`src/core/tieoff_consts.vh`:
```
// Register offsets, field positions and reset values for the tie-off block
`ifndef TIEOFF_CONSTS_VH
`define TIEOFF_CONSTS_VH
`define ADDR_PWR1       8'h00
`define ADDR_PWR2       8'h04
`define ADDR_PWR3       8'h08
`define ADDR_OUTCTL     8'h0c
`define ADDR_INSW       8'h10
`define ADDR_STATUS     8'h14
`define ADDR_OVR        8'h18
`define PWR1_REFERENCE_IMPEDANCE_SELECT_LO  0
`define PWR1_REFERENCE_IMPEDANCE_SELECT_HI  1
`define PWR1_IOBUF      2
`define PWR1_ABIAS      3
`define PWR1_DCBUF      8
`define OUT_TIEOFF_IMP  1
`define OUT_SPK_BOOST   2
`define OUT_AUX2_BOOST  3
`define OUT_AUX1_BOOST  4
`define PWR2_LHP        7
`define PWR2_RHP        8
`define PWR3_RSPK       5
`define PWR3_LSPK       6
`define PWR3_AUX2       7
`define PWR3_AUX1       8
`define RST_REG9        9'h000
`define N_OUT           6
`define N_IN            4
`define IN_SW_W         4
`define RESP_OKAY       2'b00
`define RESP_SLVERR     2'b10
`endif

```
`src/core/tieoff_pin.v`:
```
// One analog pin tie-off selector
`timescale 1ns/10ps
module tieoff_pin (
   input  wire used_in,
   input  wire boosted_in,
   output wire tie_vref_out,
   output wire tie_boost_out
);
   // Switch follows used and boosted state only, not buffer enables
   assign tie_vref_out  = ~used_in & ~boosted_in;
   assign tie_boost_out = ~used_in & boosted_in;
endmodule // tieoff_pin

```
`src/core/tieoff_ctrl.v`:
```
// Codec power-management registers and automatic tie-off selection
//
// Function
// - Unused inputs to VREF, outputs by boost.
// - Output unused when its power enable clear.
// - Input unused when all its switches open.
// - Tie-off switches ignore buffer enable state.
// - Separate 1.0x and 1.5x buffer enables.
//
// Register access over AXI4-Lite and the placing of the registers were decided locally.
`timescale 1ns/10ps
`include "tieoff_consts.vh"
module tieoff_ctrl (
   input  wire        core_clk_in,
   input  wire        arst_n_in,
   input  wire        clk_en_in,
   input  wire [7:0]  s_axi_awaddr_in,
   input  wire        s_axi_awvalid_in,
   output wire        s_axi_awready_out,
   input  wire [31:0] s_axi_wdata_in,
   input  wire [3:0]  s_axi_wstrb_in,
   input  wire        s_axi_wvalid_in,
   output wire        s_axi_wready_out,
   output reg  [1:0]  s_axi_bresp_out,
   output reg         s_axi_bvalid_out,
   input  wire        s_axi_bready_in,
   input  wire [7:0]  s_axi_araddr_in,
   input  wire        s_axi_arvalid_in,
   output wire        s_axi_arready_out,
   output reg  [31:0] s_axi_rdata_out,
   output reg  [1:0]  s_axi_rresp_out,
   output reg         s_axi_rvalid_out,
   input  wire        s_axi_rready_in,
   output reg  [5:0]  out_tie_vref_out,
   output reg  [5:0]  out_tie_boost_out,
   output reg  [3:0]  in_tie_vref_out,
   output reg         tieoff_buffer_enable_out,
   output reg         boosted_tieoff_buffer_enable_out,
   output reg  [1:0]  reference_impedance_select_out,
   output reg         analog_bias_enable_out,
   output reg         tieoff_low_imp_out
);
   // Register storage
   reg [8:0]  pwr1_reg;
   reg [8:0]  pwr2_reg;
   reg [8:0]  pwr3_reg;
   reg [8:0]  outctl_reg;
   reg [15:0] insw_reg;
   reg [9:0]  ovr_reg;
   // Write channel capture, address and data may arrive in either order
   reg        aw_have_reg;
   reg        w_have_reg;
   reg [7:0]  awaddr_reg;
   reg [31:0] wdata_reg;
   reg [3:0]  wstrb_reg;
   reg        ar_busy_reg;

   wire [5:0]  out_used;
   wire [5:0]  out_boosted;
   wire [3:0]  in_used;
   wire [5:0]  o_vref;
   wire [5:0]  o_boost;
   wire [3:0]  i_vref;
   wire [3:0]  i_unused_b;
   wire        wr_go;
   wire [8:0]  wmask9;
   wire [15:0] wmask16;

   // Handshake readies are combinational; one write and one read at a time
   assign s_axi_awready_out = ~aw_have_reg & ~s_axi_bvalid_out;
   assign s_axi_wready_out  = ~w_have_reg & ~s_axi_bvalid_out;
   assign s_axi_arready_out = ~ar_busy_reg;
   assign wr_go   = aw_have_reg & w_have_reg & ~s_axi_bvalid_out;
   assign wmask9  = {wstrb_reg[1], {8{wstrb_reg[0]}}};
   assign wmask16 = {{8{wstrb_reg[1]}}, {8{wstrb_reg[0]}}};

   // Output used flags: headphone L/R, speaker L/R, aux2, aux1
   assign out_used = {pwr3_reg[`PWR3_AUX1], pwr3_reg[`PWR3_AUX2],
                      pwr3_reg[`PWR3_RSPK], pwr3_reg[`PWR3_LSPK],
                      pwr2_reg[`PWR2_RHP],  pwr2_reg[`PWR2_LHP]};
   // Headphones never boost; speakers share one boost bit
   assign out_boosted = {outctl_reg[`OUT_AUX1_BOOST], outctl_reg[`OUT_AUX2_BOOST],
                         {2{outctl_reg[`OUT_SPK_BOOST]}}, 2'b00};

   // One pin selector per output and input; inputs never boost
   genvar gi;
   generate
      for (gi = 0; gi < `N_OUT; gi = gi + 1) begin : g_out
         tieoff_pin u_pin (
            .used_in       (out_used[gi]),
            .boosted_in    (out_boosted[gi]),
            .tie_vref_out  (o_vref[gi]),
            .tie_boost_out (o_boost[gi])
         );
      end
      for (gi = 0; gi < `N_IN; gi = gi + 1) begin : g_in
         // Input used when any switch onto it is closed
         assign in_used[gi] = |insw_reg[gi*`IN_SW_W +: `IN_SW_W];
         tieoff_pin u_pin (
            .used_in       (in_used[gi]),
            .boosted_in    (1'b0),
            .tie_vref_out  (i_vref[gi]),
            .tie_boost_out (i_unused_b[gi])
         );
      end
   endgenerate

   // Register writes and bus handshakes
   always @(posedge core_clk_in or negedge arst_n_in) begin
      if (!arst_n_in) begin
         pwr1_reg         <= `RST_REG9;
         pwr2_reg         <= `RST_REG9;
         pwr3_reg         <= `RST_REG9;
         outctl_reg       <= `RST_REG9;
         insw_reg         <= 16'h0000;
         ovr_reg          <= 10'h000;
         aw_have_reg      <= 1'b0;
         w_have_reg       <= 1'b0;
         awaddr_reg       <= 8'h00;
         wdata_reg        <= 32'h0000_0000;
         wstrb_reg        <= 4'h0;
         s_axi_bvalid_out <= 1'b0;
         s_axi_bresp_out  <= `RESP_OKAY;
      end else if (clk_en_in) begin
         if (s_axi_awvalid_in && s_axi_awready_out) begin
            aw_have_reg <= 1'b1;
            awaddr_reg  <= s_axi_awaddr_in;
         end
         if (s_axi_wvalid_in && s_axi_wready_out) begin
            w_have_reg <= 1'b1;
            wdata_reg  <= s_axi_wdata_in;
            wstrb_reg  <= s_axi_wstrb_in;
         end
         if (wr_go) begin
            aw_have_reg      <= 1'b0;
            w_have_reg       <= 1'b0;
            s_axi_bvalid_out <= 1'b1;
            s_axi_bresp_out  <= `RESP_OKAY;
            case (awaddr_reg[7:2])
               // 1.0x and 1.5x buffer enables are separate bits
               6'd0: pwr1_reg   <= (pwr1_reg & ~wmask9) | (wdata_reg[8:0] & wmask9);
               6'd1: pwr2_reg   <= (pwr2_reg & ~wmask9) | (wdata_reg[8:0] & wmask9);
               6'd2: pwr3_reg   <= (pwr3_reg & ~wmask9) | (wdata_reg[8:0] & wmask9);
               6'd3: outctl_reg <= (outctl_reg & ~wmask9) | (wdata_reg[8:0] & wmask9);
               6'd4: insw_reg   <= (insw_reg & ~wmask16) | (wdata_reg[15:0] & wmask16);
               6'd5: ;  // Status is read only, write ignored
               6'd6: ovr_reg    <= {wstrb_reg[1] ? wdata_reg[9:8] : ovr_reg[9:8],
                                    wstrb_reg[0] ? wdata_reg[7:0] : ovr_reg[7:0]};
               default: s_axi_bresp_out <= `RESP_SLVERR;
            endcase
         end else if (s_axi_bvalid_out && s_axi_bready_in) begin
            s_axi_bvalid_out <= 1'b0;
         end
      end
   end

   // Read channel, one cycle answer from the address
   always @(posedge core_clk_in or negedge arst_n_in) begin
      if (!arst_n_in) begin
         ar_busy_reg      <= 1'b0;
         s_axi_rvalid_out <= 1'b0;
         s_axi_rdata_out  <= 32'h0000_0000;
         s_axi_rresp_out  <= `RESP_OKAY;
      end else if (clk_en_in) begin
         if (s_axi_arvalid_in && s_axi_arready_out) begin
            ar_busy_reg      <= 1'b1;
            s_axi_rvalid_out <= 1'b1;
            s_axi_rresp_out  <= `RESP_OKAY;
            case (s_axi_araddr_in[7:2])
               6'd0: s_axi_rdata_out <= {23'h000000, pwr1_reg};
               6'd1: s_axi_rdata_out <= {23'h000000, pwr2_reg};
               6'd2: s_axi_rdata_out <= {23'h000000, pwr3_reg};
               6'd3: s_axi_rdata_out <= {23'h000000, outctl_reg};
               6'd4: s_axi_rdata_out <= {16'h0000, insw_reg};
               // Live used flags so software can see the automatic decision
               6'd5: s_axi_rdata_out <= {14'h0000, out_boosted, 2'b00, out_used, in_used};
               6'd6: s_axi_rdata_out <= {22'h000000, ovr_reg};
               default: begin
                  s_axi_rdata_out <= 32'h0000_0000;
                  s_axi_rresp_out <= `RESP_SLVERR;
               end
            endcase
         end else if (s_axi_rvalid_out && s_axi_rready_in) begin
            ar_busy_reg      <= 1'b0;
            s_axi_rvalid_out <= 1'b0;
         end
      end
   end

   // Tie-off switch outputs, registered; manual overrides force a pin to tie-off.
   // Detection runs every enabled cycle regardless of buffer state.
   always @(posedge core_clk_in or negedge arst_n_in) begin
      if (!arst_n_in) begin
         out_tie_vref_out                 <= 6'h00;
         out_tie_boost_out                <= 6'h00;
         in_tie_vref_out                  <= 4'h0;
         tieoff_buffer_enable_out         <= 1'b0;
         boosted_tieoff_buffer_enable_out <= 1'b0;
         reference_impedance_select_out   <= 2'b00;
         analog_bias_enable_out           <= 1'b0;
         tieoff_low_imp_out               <= 1'b0;
      end else if (clk_en_in) begin
         out_tie_vref_out  <= o_vref | (ovr_reg[5:0] & ~out_boosted);
         out_tie_boost_out <= o_boost | (ovr_reg[5:0] & out_boosted);
         in_tie_vref_out   <= i_vref | ovr_reg[9:6];
         tieoff_buffer_enable_out         <= pwr1_reg[`PWR1_IOBUF];
         boosted_tieoff_buffer_enable_out <= pwr1_reg[`PWR1_DCBUF];
         reference_impedance_select_out   <= pwr1_reg[`PWR1_REFERENCE_IMPEDANCE_SELECT_HI:`PWR1_REFERENCE_IMPEDANCE_SELECT_LO];
         analog_bias_enable_out           <= pwr1_reg[`PWR1_ABIAS];
         tieoff_low_imp_out               <= outctl_reg[`OUT_TIEOFF_IMP];
      end
   end
endmodule // tieoff_ctrl

```
`config.mk`:
```
export PLATFORM = sky130hd
export DESIGN_NAME = tieoff_ctrl
export DESIGN_NICKNAME = d
export VERILOG_FILES = /design/src/core/tieoff_pin.v /design/src/core/tieoff_ctrl.v
export VERILOG_INCLUDE_DIRS = /design/src /design/src/core
export SDC_FILE = /design/constraint.sdc
export NUM_CORES = 1
export LEC_CHECK = 0
export ABC_AREA = 1
export BUFFER_PORTS_ARGS = -buffer_cell sky130_fd_sc_hd__buf_2
export CORE_MARGIN = 2
export CORE_UTILIZATION = 48
export DETAILED_ROUTE_END_ITERATION = 10
export HOLD_SLACK_MARGIN = 0.15
export PLACE_DENSITY = 0.76
export SYNTH_ARGS = -nofsm -noshare
export SYNTH_HDL_FRONTEND = slang
export SYNTH_HIERARCHICAL = 1
export SYNTH_SLANG_ARGS = --single-unit
```
`constraint.sdc`:
```
create_clock -name core_clk_in -period 1.51 [get_ports core_clk_in]
set_input_delay 0.151 -clock core_clk_in [delete_from_list [all_inputs] [get_ports core_clk_in]]
set_output_delay 0.151 -clock core_clk_in [all_outputs]
set_load 0.01 [all_outputs]
```
Word-level counts from Yosys, hierarchy flattened

Cells that the tools add are included.

Bitwise operators: 49
Reduce and logical (&&, ||, !) cells: 32
Equality and inequality tests: 12
Multiplexer cells: 11

Operator list:

| operator           | count |
|---|---|
| $pmux 18 s7        | 1 |
| $and 9x9->9        | 5 |
| $eq 6x3->1 const B | 6 |
| $or 9x9->9         | 4 |
| $and 16x16->16     | 2 |
| $eq 6x2->1 const B | 4 |
| $not 1->1          | 17 |
| $not 16->16        | 1 |
| $or 16x16->16      | 1 |
| $reduce_and 2->1   | 8 |
| $reduce_or 4->1    | 4 |
| $reduce_and 3->1   | 5 |
| $reduce_or 7->1    | 2 |
| $and 1x1->1        | 12 |
| $and 6x6->6        | 2 |
| $eq 6x1->1 const B | 2 |
| $logic_not 6->1    | 2 |
| $or 6x6->6         | 2 |
| $not 9->9          | 1 |
| $mux 1             | 8 |
| $reduce_and 4->1   | 2 |
| $reduce_bool 2->1  | 4 |
| $not 6->6          | 1 |
| $logic_and 1x1->1  | 5 |
| other kinds (2)    | 3 |

Output and inout port bits: 63
Input port bits: 60
Word-level logic and storage cells: 129
Register bits: 150

Logic depth before layout (Yosys ltp)

Gate-level depths: netlist (run 1).

Depth in word-level cells: 5
Gate-level depth with buffers: 11
Depth with buffers taken out: 9

Cells and area by module

Netlist (run 1), hierarchy kept.

Modules (own cells, without submodules):

| module      | cells each | seq. area each (µm²) | area each (µm²) | instances |
|---|---|---|---|---|
| tieoff_ctrl | 712        | 3303.2               | 6025.8          | 1 |
| tieoff_pin  | 3          | 0.0                  | 13.8            | 10 |

Least setup slack after synthesis (run 1)

OpenSTA, ideal clock, no wires.

Kind: reg2reg
Start point: reg s_axi_bvalid_out
End point: reg wdata_reg[12]
Library setup time: 125 ps
Cell stages (with the launch flop): 5
Buffers on the path: 1
Arrival: 1276 ps
Data required time: 1385 ps
Period minus slack after synthesis: 1400 ps
Slack: 110 ps
Cell sequence: dfrtp_1 -> nor2_1 -> nand3_1 -> buf_2 -> mux2_2

Longest elaborated chain between the ends: 4

RTL lines:

| element                           | RTL line          | text |
|---|---|---|
| start, declared                   | tieoff_ctrl.v:25  | `output reg s_axi_bvalid_out,` |
| start signal, assigned            | tieoff_ctrl.v:122 | `s_axi_bvalid_out <= 1'b0;` |
| start signal, assigned            | tieoff_ctrl.v:137 | `s_axi_bvalid_out <= 1'b1;` |
| start signal, assigned            | tieoff_ctrl.v:152 | `s_axi_bvalid_out <= 1'b0;` |
| $not 1->1                         | tieoff_ctrl.v:71  | `assign s_axi_wready_out = ~w_have_reg & ~s_axi_bvalid_out;` |
| $and 1x1->1                       | tieoff_ctrl.v:71  |  |
| via s_axi_wready_out              | tieoff_ctrl.v:23  | `output wire s_axi_wready_out,` |
| $logic_and 1x1->1                 | tieoff_ctrl.v:129 | `if (s_axi_wvalid_in && s_axi_wready_out) begin` |
| $reduce_and 2->1 (no source line) | -                 |  |
| end signal, assigned              | tieoff_ctrl.v:131 | `wdata_reg <= s_axi_wdata_in;` |
| end, declared                     | tieoff_ctrl.v:54  | `reg [31:0] wdata_reg;` |

The timed path passes the listed nets, and every way through them passes these cells.
A chain may end at the register's enable or synchronous reset.

==> results of run 1 <==
-- worst max-delay path: cells and delay by family, from the launching register on --
| family | cells | cell delay (ns) |
|---|---|---|
| compound gates | 1 | 0.06 |
| flops | 1 | 0.40 |
| simple gates | 5 | 0.90 |
-- metrics by stage --
step	area, sq um	worst slack, ns	util (%)	power [mW]	instances
CTS	7770	0.0108	62.1	13.0	1055
finish	7880	0.00221	62.9	13.2	1059
floorplan	6210	0.110	-	7.21	757
global route	7880	-0.135	62.9	14.0	1059
detailed placement	6830	0.0451	54.6	8.42	994
global placement	6830	0.0981	54.6	8.30	994
-- final timing paths --
path                                                               start                                             to  slack (ns)  cells past startpoint
max in group asynchronous                                      arst_n_in                                      async pin        0.73                      3
setup / recovery                               awaddr_reg[6]$_DFFE_PN0P_                                      flip-flop       0.002                      6
hold reg to reg            reference_impedance_select_out[0]$_DFFE_PN0P_  reference_impedance_select_out[0]$_DFFE_PN0P_        0.47                      2
setup reg to reg                               awaddr_reg[6]$_DFFE_PN0P_                                      flip-flop       0.002                      6
hold / removal                                          s_axi_arvalid_in                        ar_busy_reg$_DFFE_PN0P_        0.19                      4
min in group asynchronous                                      arst_n_in                       wstrb_reg[1]$_DFFE_PN0P_        0.21                      2
-- where the power goes --
part | internal, mW | switching [mW] | total, mW
combinational | 1.20 | 2.03 | 3.23
sequential | 4.65 | 0.868 | 5.52
clock | 2.94 | 1.52 | 4.46
-- final cells by class --
class	instances	area (sq um)	share of cell area, %
Clock buffer	21	480	6.10
Sequential cell	132	3300	41.9
Tap cell	172	215	2.73
Timing Repair Buffer	141	998	12.7
Clock inverter	11	170	2.16
Inverter	50	189	2.40
Multi-Input combinational cell	532	2520	32.0
-- placed cells by master (no fill, tap or decap), drive strengths merged --
| cell type | n |
|---|---|
| nor2 | 88 |
| a22o | 2 |
| mux2 | 6 |
| nand3 | 45 |
| o21ai | 80 |
| dfrtp | 132 |
| nand4 | 30 |
| inv | 50 |
| clkinv | 4 |
| a21oi | 25 |
| dlygate4sd3 | 29 |
| bufinv | 4 |
| clkbuf | 21 |
| nor3 | 3 |
| conb | 24 |
| nand2 | 229 |
| buf | 112 |
| clkinvlp | 3 |
-- per-layer routing --
| layer | global-route usage, % | vias up |
|---|---|---|
| met5 | 0 | - |
| met4 | 9.10 | 0 |
| met3 | 7.11 | 24 |
| met2 | 38.7 | 194 |
| met1 | 31.4 | 2555 |
| li1 | - | 2630 |
-- repair_timing --
action	CTS	global route
endpoints found under the setup margin	0	39
hold buffers	29	0
setup buffers	0	3
gates resized for setup	0	18
endpoints found under the hold margin	158	0
==> flow_metrics.py, run 1 <==
metrics = {
    "logic_synthesis": {
        "avgSynthCellArea_sq_um": 8.34,
        "yosys_warnings": 6,
        "synthesis.instances": 734,
        "synth_area_sq_um": 6120,
    },
    "routing": {
        "met1_length_um": 6780,
        "drtIter0Drc": 319,
        "viasPerCell": 5.10,
        "drt.antenna.violating_nets": 0,
        "post_drt_wl_per_cell_um": 14.8,
        "wl_met2_um": 7440,
        "top_layer_used": "met4",
        "num_vias": 5403,
        "dr_wl_met3_um": 1060,
        "routed_wirelength_um": 15700,
        "first_pass_iters": 5,
        "drc": 0,
    },
    "floorplanning": {
        "core.rowCount": 41,
        "start_util_pct": 48.9,
        "ioPinCount": 123,
        "chipWidth_um": 117,
        "dieArea_sq_um": 13700,
        "core-area_sq_um": 12500,
        "die_h_um": 117,
    },
    "placed_design": {
        "portBuffers": 84,
        "hpwl_um": 10100,
        "gp_congestion": 0.825,
    },
    "sta": {
        "fmax_ghz": 0.663,
        "post-route-min-period_ns": 1.51,
        "slew_viol_final": 0,
        "final-setup-viol-count": 0,
        "rsz0062_at_grt": "true",
        "tns_ns": 0,
        "whs_ns": 0.186,
        "hold_violations": 0,
        "clock_skew_ns": 0.00726,
        "layout_worst_path_cycle_share_pct": 99.9,
    },
    "finish": {
        "fin_nets": 934,
        "fillCellCount": 1028,
        "syn_to_final_growth_pct": 28.6,
        "antenna_cells": 0,
        "drive_gt1_share_pct": 20.7,
    },
    "flow_run": {
        "drv_cap": 0,
    },
    "setup_path": {
        "path_class": "reg2reg",
        "critPathMaxFanout": 16,
        "start_kind": "flip-flop",
        "required_ns": 1.79,
        "path_cells": "nor2_4 > nand3_1 > nor3_2 > nand2_4 > nand2_1 > o21ai_1",
        "cp_slowest_cell": "dfrtp_1",
        "slowest_delay_ns": 0.40,
        "arrival_ns": 1.79,
        "cp-end-kind": "flip-flop",
    },
    "grt": {
        "grt.overflow.total": 0,
        "grt_pass1_wl_um": 25200,
        "antenna_found_initial": 0,
        "grt_max_degree": 46,
        "grt_pass1_vias": 5130,
        "grt_util_all_layers_pct": 24.2,
    },
    "clocking": {
        "clk_pin_slew_worst_paths_ns": 0.06,
        "clkLatencyLatePin_ns": 0.42,
        "htreeDepth": 4,
        "cts_buffers": 17,
        "cts_tree": "built",
        "clock-root-buffer": "clkbuf_16",
        "cts_buffer_depth": 2,
        "cts_sinks": 132,
    },
    "run_status": {
        "status": "finished clean",
    },
    "worst_hold_path": {
        "hold_path.class": "in2reg",
    },
    "power_and_ir_drop": {
        "ir_drop_mv": 0.988,
        "power.leakage_nw": 4.07,
        "pwr_density_cell_nw_per_um2": 1680,
    },
}
(Power assumes the default switching activity.)
==> inputs of run 2 (changes only) <==
Clock period 1.51 ns to 1.5 ns, I/O delays scaled along.
==> run 2 against run 1 <==
Clock power is 7.2% lower; critical path depth is 1 higher; setup slack better by 0.015 ns; die area stayed put; wire length is 1.8% higher; global-route usage is 0.33 points higher; clock skew is 0.0018 ns higher; non-clock buffer count is 1 higher; critical path type unchanged; largest power group unchanged.
==> flow_metrics.py, run 2 (synthesis gave the netlist of run 1 again) <==
metrics = {
    "run_status": {
        "status": "finished clean",
    },
    "placed_design": {
        "portBuffers": 84,
        "hpwl_um": 10300,
        "placed_cells": 994,
        "gp_congestion": 0.844,
    },
    "worst_hold_path": {
        "min-delay-start": "clk_en_in",
        "whs_endpoint": "awaddr_reg[7]$_DFFE_PN0P_",
        "min_path_cells": 4,
        "hold_path.class": "in2reg",
    },
    "clocking": {
        "cts_sinks": 132,
        "cts_buffer_depth": 2,
        "htreeDepth": 4,
        "clkLatencyLatePin_ns": 0.43,
        "cts_tree": "built",
        "clock-root-buffer": "clkbuf_16",
        "cts_buffers": 17,
        "clk_pin_slew_worst_paths_ns": 0.06,
    },
    "floorplanning": {
        "core.rowCount": 41,
        "core-area_sq_um": 12500,
        "start_util_pct": 48.9,
        "chipWidth_um": 117,
        "ioPinCount": 123,
        "dieArea_sq_um": 13700,
        "die_h_um": 117,
    },
    "setup_path": {
        "cp-end-kind": "flip-flop",
        "start_kind": "flip-flop",
        "critPathMaxFanout": 8,
        "r2r-start": "awaddr_reg[7]$_DFFE_PN0P_",
        "path_class": "reg2reg",
        "arrival_ns": 1.78,
        "required_ns": 1.80,
        "reg2regPathDepth": 7,
        "rrSetupSlack_ns": 0.02,
    },
    "finish": {
        "fin_util_pct": 63.0,
        "final_common_cell": "nand2_1",
        "drive_gt1_share_pct": 20.7,
        "layout_common_cells": "nand2_1, dfrtp_1, buf_2, nor2_1, o21ai_0",
        "antenna_cells": 0,
        "finalNonFillerCells": 1060,
        "fin_nets": 936,
        "syn_to_final_growth_pct": 28.8,
    },
    "grt": {
        "grt_pass1_wl_um": 25700,
        "grt_pass1_vias": 5230,
        "grt_util_all_layers_pct": 24.5,
        "grt_max_degree": 38,
        "antenna_found_initial": 0,
        "grt.overflow.total": 0,
    },
    "power_and_ir_drop": {
        "pwr_density_cell_nw_per_um2": 1640,
        "power.leakage_nw": 4.08,
        "ir_drop_mv": 1.15,
    },
    "routing": {
        "drt.antenna.violating_nets": 0,
        "num_vias": 5540,
        "post_drt_wl_per_cell_um": 15.0,
        "first_pass_iters": 5,
        "drtIter0Drc": 419,
        "viasPerCell": 5.23,
        "routed_wirelength_um": 15900,
        "drc": 0,
    },
    "sta": {
        "clock_skew_ns": 0.00906,
        "final-setup-viol-count": 0,
        "rsz0062_at_grt": "true",
        "slew_viol_final": 0,
        "post-route-min-period_ns": 1.48,
        "tns_ns": 0,
        "hold_violations": 0,
        "fmax_ghz": 0.674,
        "layout_worst_path_cycle_share_pct": 98.9,
    },
    "flow_run": {
        "drv_cap": 0,
    },
}
-- run 2: cell types whose count changed in the layout (fill, tap and decap cells not counted), moves of 2 or more --
cell / before / now
o21ai_1: 18 / 15
o21ai_0: 62 / 65
inv_6: 2 / 0
nand3_2: 3 / 5
buf_12: 6 / 10
bufinv_16: 4 / 2
buf_4: 23 / 19
-- run 2: report_power, final --
part           leakage, nW  switching [mW]  internal (mW)
Sequential            1.72           0.868           4.68
Clock                0.291            1.49           2.65
Combinational         2.06            2.03           1.19
Total                 4.08            4.39           8.52
-- run 2: worst max path at each step --
stage / startpoint / to / depth (start not counted)
finish: awaddr_reg[7]$_DFFE_PN0P_ / flip-flop / 7
global route: awaddr_reg[7]$_DFFE_PN0P_ / flip-flop / 6
CTS: awaddr_reg[7]$_DFFE_PN0P_ / flip-flop / 6
detailed placement: s_axi_bvalid_out$_DFFE_PN0P_ / flip-flop / 6
global placement: s_axi_bvalid_out$_DFFE_PN0P_ / ovr_reg[9]$_DFFE_PN0P_ / 7
floorplan: s_axi_bvalid_out$_DFFE_PN0P_ / wdata_reg[12]$_DFFE_PN0P_ / 4
-- run 2: stage by stage --
stage / total power, mW / instance area, sq um / setup slack (ns) / hold slack, ns
after floorplan: 7.26 / 6210 / 0.0997 / -0.146
after global placement: 8.37 / 6880 / 0.0872 / 0.0611
after detailed placement: 8.50 / 6880 / 0.0358 / 0.0570
after CTS: 12.7 / 7790 / 0.0104 / 0.166
after global routing: 13.7 / 7890 / -0.105 / 0.161
final: 12.9 / 7890 / 0.0171 / 0.132
-- run 2: cell type report --
cell class / instances / area, sq um
fill: 1053 / 4630
clock inverter: 8 / 98.8
multi-input combinational: 533 / 2520
clock buffer: 23 / 498
timing repair buffer: 142 / 1060
tap: 172 / 215
inverter: 50 / 189
sequential: 132 / 3300
-- run 2: repair_timing --
item	4_1_cts	5_1_grt
hold buffers	31	0
cloned	0	2
gates resized for setup	1	14
hold endpoints to repair	158	0
setup endpoints to repair	1	58
setup buffers	0	3
pin swaps	0	2
-- run 2: critical path, stage by stage, from the launching register on --
cell     delay, ns
dfrtp_1       0.41
nor2_4        0.16
nand3_1       0.17
nor3_4        0.20
buf_4         0.15
nand2_4       0.09
nand2_1       0.10
o21ai_1       0.08
-- run 2: per-layer routing --
layer	track usage, %	vias up	part of all wire [%]
met5	0	-	0
met4	8.24	0	1.7
met3	5.82	24	6.6
met2	39.4	217	48
met1	33.1	2664	43
li1	-	2635	-
==> inputs of run 3 (changes only) <==
Settings changed: CORE_UTILIZATION 48 to 45, PLACE_DENSITY 0.76 to 0.72.
==> run 3 against run 2 <==
Fmax is 3.6% higher; critical path depth stayed put; cell count is 0.19% lower; critical path type unchanged; clock power is 4% lower; register-to-register slack better by 0.05 ns; setup slack better by 0.051 ns.
==> flow_metrics.py, run 3 (synthesis gave the netlist of run 1 again) <==
metrics = {
    "run_status": {
        "status": "finished clean",
    },
    "setup_path": {
        "cp-end-kind": "flip-flop",
        "start_kind": "flip-flop",
        "path_class": "reg2reg",
        "rrSetupSlack_ns": 0.07,
        "critPathMaxFanout": 8,
        "arrival_ns": 1.73,
        "required_ns": 1.79,
    },
    "routing": {
        "drc": 0,
        "viasPerCell": 5.05,
        "drtIter0Drc": 362,
        "routed_wirelength_um": 15600,
        "first_pass_iters": 5,
        "num_vias": 5348,
        "drt.antenna.violating_nets": 0,
        "post_drt_wl_per_cell_um": 14.7,
    },
    "power_and_ir_drop": {
        "p_sw_share_pct": 34.2,
        "pwr_density_cell_nw_per_um2": 1630,
        "p_switching_mw": 4.35,
        "ir_drop_mv": 0.949,
        "p_int_mw": 8.36,
        "pwr-share-comb_pct": 24.9,
        "p_seq_share_pct": 43.7,
        "power.share.clock_pct": 31.4,
        "power.leakage_nw": 4.05,
    },
    "placed_design": {
        "place_ws_ns": 0.0184,
        "hpwl_um": 10200,
        "gp_congestion": 0.850,
        "portBuffers": 84,
        "place_area_sq_um": 6840,
    },
    "finish": {
        "antenna_cells": 0,
        "fin_nets": 929,
        "multi_input_area_sq_um": 2520,
        "drive_gt1_share_pct": 20.2,
        "final_common_cell": "nand2_1",
        "fin_area_sq_um": 7800,
        "layout_common_cells": "nand2_1, dfrtp_1, buf_2, nor2_1, o21ai_0",
        "fillCellCount": 1159,
        "syn_to_final_growth_pct": 27.3,
        "final-seq-area_sq_um": 3300,
    },
    "sta": {
        "tns_ns": 0,
        "layout_worst_path_cycle_share_pct": 95.4,
        "clock_skew_ns": 0.0119,
        "fmax_ghz": 0.699,
        "rsz0062_at_grt": "true",
        "post-route-min-period_ns": 1.43,
        "worst_slack_ns": 0.0684,
        "hold_violations": 0,
        "final-setup-viol-count": 0,
        "slew_viol_final": 0,
        "whs_ns": 0.204,
    },
    "grt": {
        "antenna_found_initial": 0,
        "grt_pass1_wl_um": 25300,
        "grt.overflow.total": 0,
        "grt_pass1_vias": 4993,
        "grt_util_all_layers_pct": 22.3,
        "grt_max_degree": 76,
    },
    "floorplanning": {
        "chipWidth_um": 121,
        "die_h_um": 121,
        "core.rowCount": 42,
        "start_util_pct": 46.2,
        "dieArea_sq_um": 14600,
        "ioPinCount": 123,
        "core-area_sq_um": 13200,
    },
    "clocking": {
        "htreeDepth": 4,
        "cts_buffer_depth": 2,
        "cts_buffers": 17,
        "clkLatencyLatePin_ns": 0.43,
        "cts_tree": "built",
        "cts_sinks": 132,
        "clk_pin_slew_worst_paths_ns": 0.05,
        "clock-root-buffer": "clkbuf_16",
    },
    "worst_hold_path": {
        "hold_path.class": "in2reg",
    },
    "flow_run": {
        "drv_cap": 0,
    },
}
-- run 3: cell count changes in the layout (fill, tap and decap cells not counted), sizes merged --
cell / delta
clkinvlp: -1
clkinv: +3
nand3: -1
dlygate4sd3: -2
buf: -4
clkbuf: -1
-- run 3: per-layer routing --
layer	global-route usage, %	routed length, um	up-vias
li1	-	-	2623
met1	30.9	6920	2513
met2	33.8	7280	186
met3	5.24	976	26
met4	9.01	378	0
met5	0	0	-
-- run 3: path summary, 6_finish.rpt --
check / startpoint / cells after the start / endpoint
max in group asynchronous: arst_n_in / 3 / s_axi_rdata_out[1]$_DFFE_PN0P_
setup / recovery: s_axi_bvalid_out$_DFFE_PN0P_ / 7 / flip-flop
setup reg to reg: s_axi_bvalid_out$_DFFE_PN0P_ / 7 / flip-flop
min in group asynchronous: arst_n_in / 3 / w_have_reg$_DFFE_PN0P_
hold / removal: s_axi_arvalid_in / 4 / ar_busy_reg$_DFFE_PN0P_
hold reg to reg: reference_impedance_select_out[0]$_DFFE_PN0P_ / 2 / reference_impedance_select_out[0]$_DFFE_PN0P_
-- run 3: final cells by class --
cell class                 instances  share of cell area, %
clock buffer                      22                   5.95
timing repair buffer             136                   12.8
inverter                          50                   2.42
clock inverter                    10                   1.36
multi-input combinational        532                   32.3
tap                              176                   2.82
sequential                       132                   42.4
-- run 3: power by group through the flow --
| stage | Combinational [mW] | Sequential [mW] | Clock [mW] |
|---|---|---|---|
| final | 3.16 | 5.56 | 3.99 |
| after floorplan | 1.77 | 5.49 | 0 |
| after global placement | 2.84 | 5.53 | 0 |
| after CTS | 3.00 | 5.51 | 4.03 |
| after detailed placement | 2.93 | 5.56 | 0 |
| after global routing | 3.58 | 5.69 | 4.22 |
-- run 3: metrics by stage --
stage               std cells  utilization (%)  total power, mW
CTS                      1055             58.1             12.5
global route             1058             58.9             13.5
global placement          995             51.6             8.36
finish                   1058             58.9             12.7
detailed placement        995             51.6             8.49
floorplan                 757                -             7.26
-- run 3: repair_timing --
item | in CTS | in global routing
setup buffers | 0 | 2
endpoints found under the setup margin | 0 | 41
hold buffers | 28 | 0
hold endpoints to repair | 158 | 0
gates resized for setup | 0 | 16
-- run 3: worst max-delay path: stages (launching register included) --
cell,delay (ns)
dfrtp_1,0.43
inv_2,0.10
nand4_4,0.14
nor2_4,0.24
buf_4,0.16
nand2_4,0.09
nand2_1,0.07
o21ai_0,0.07
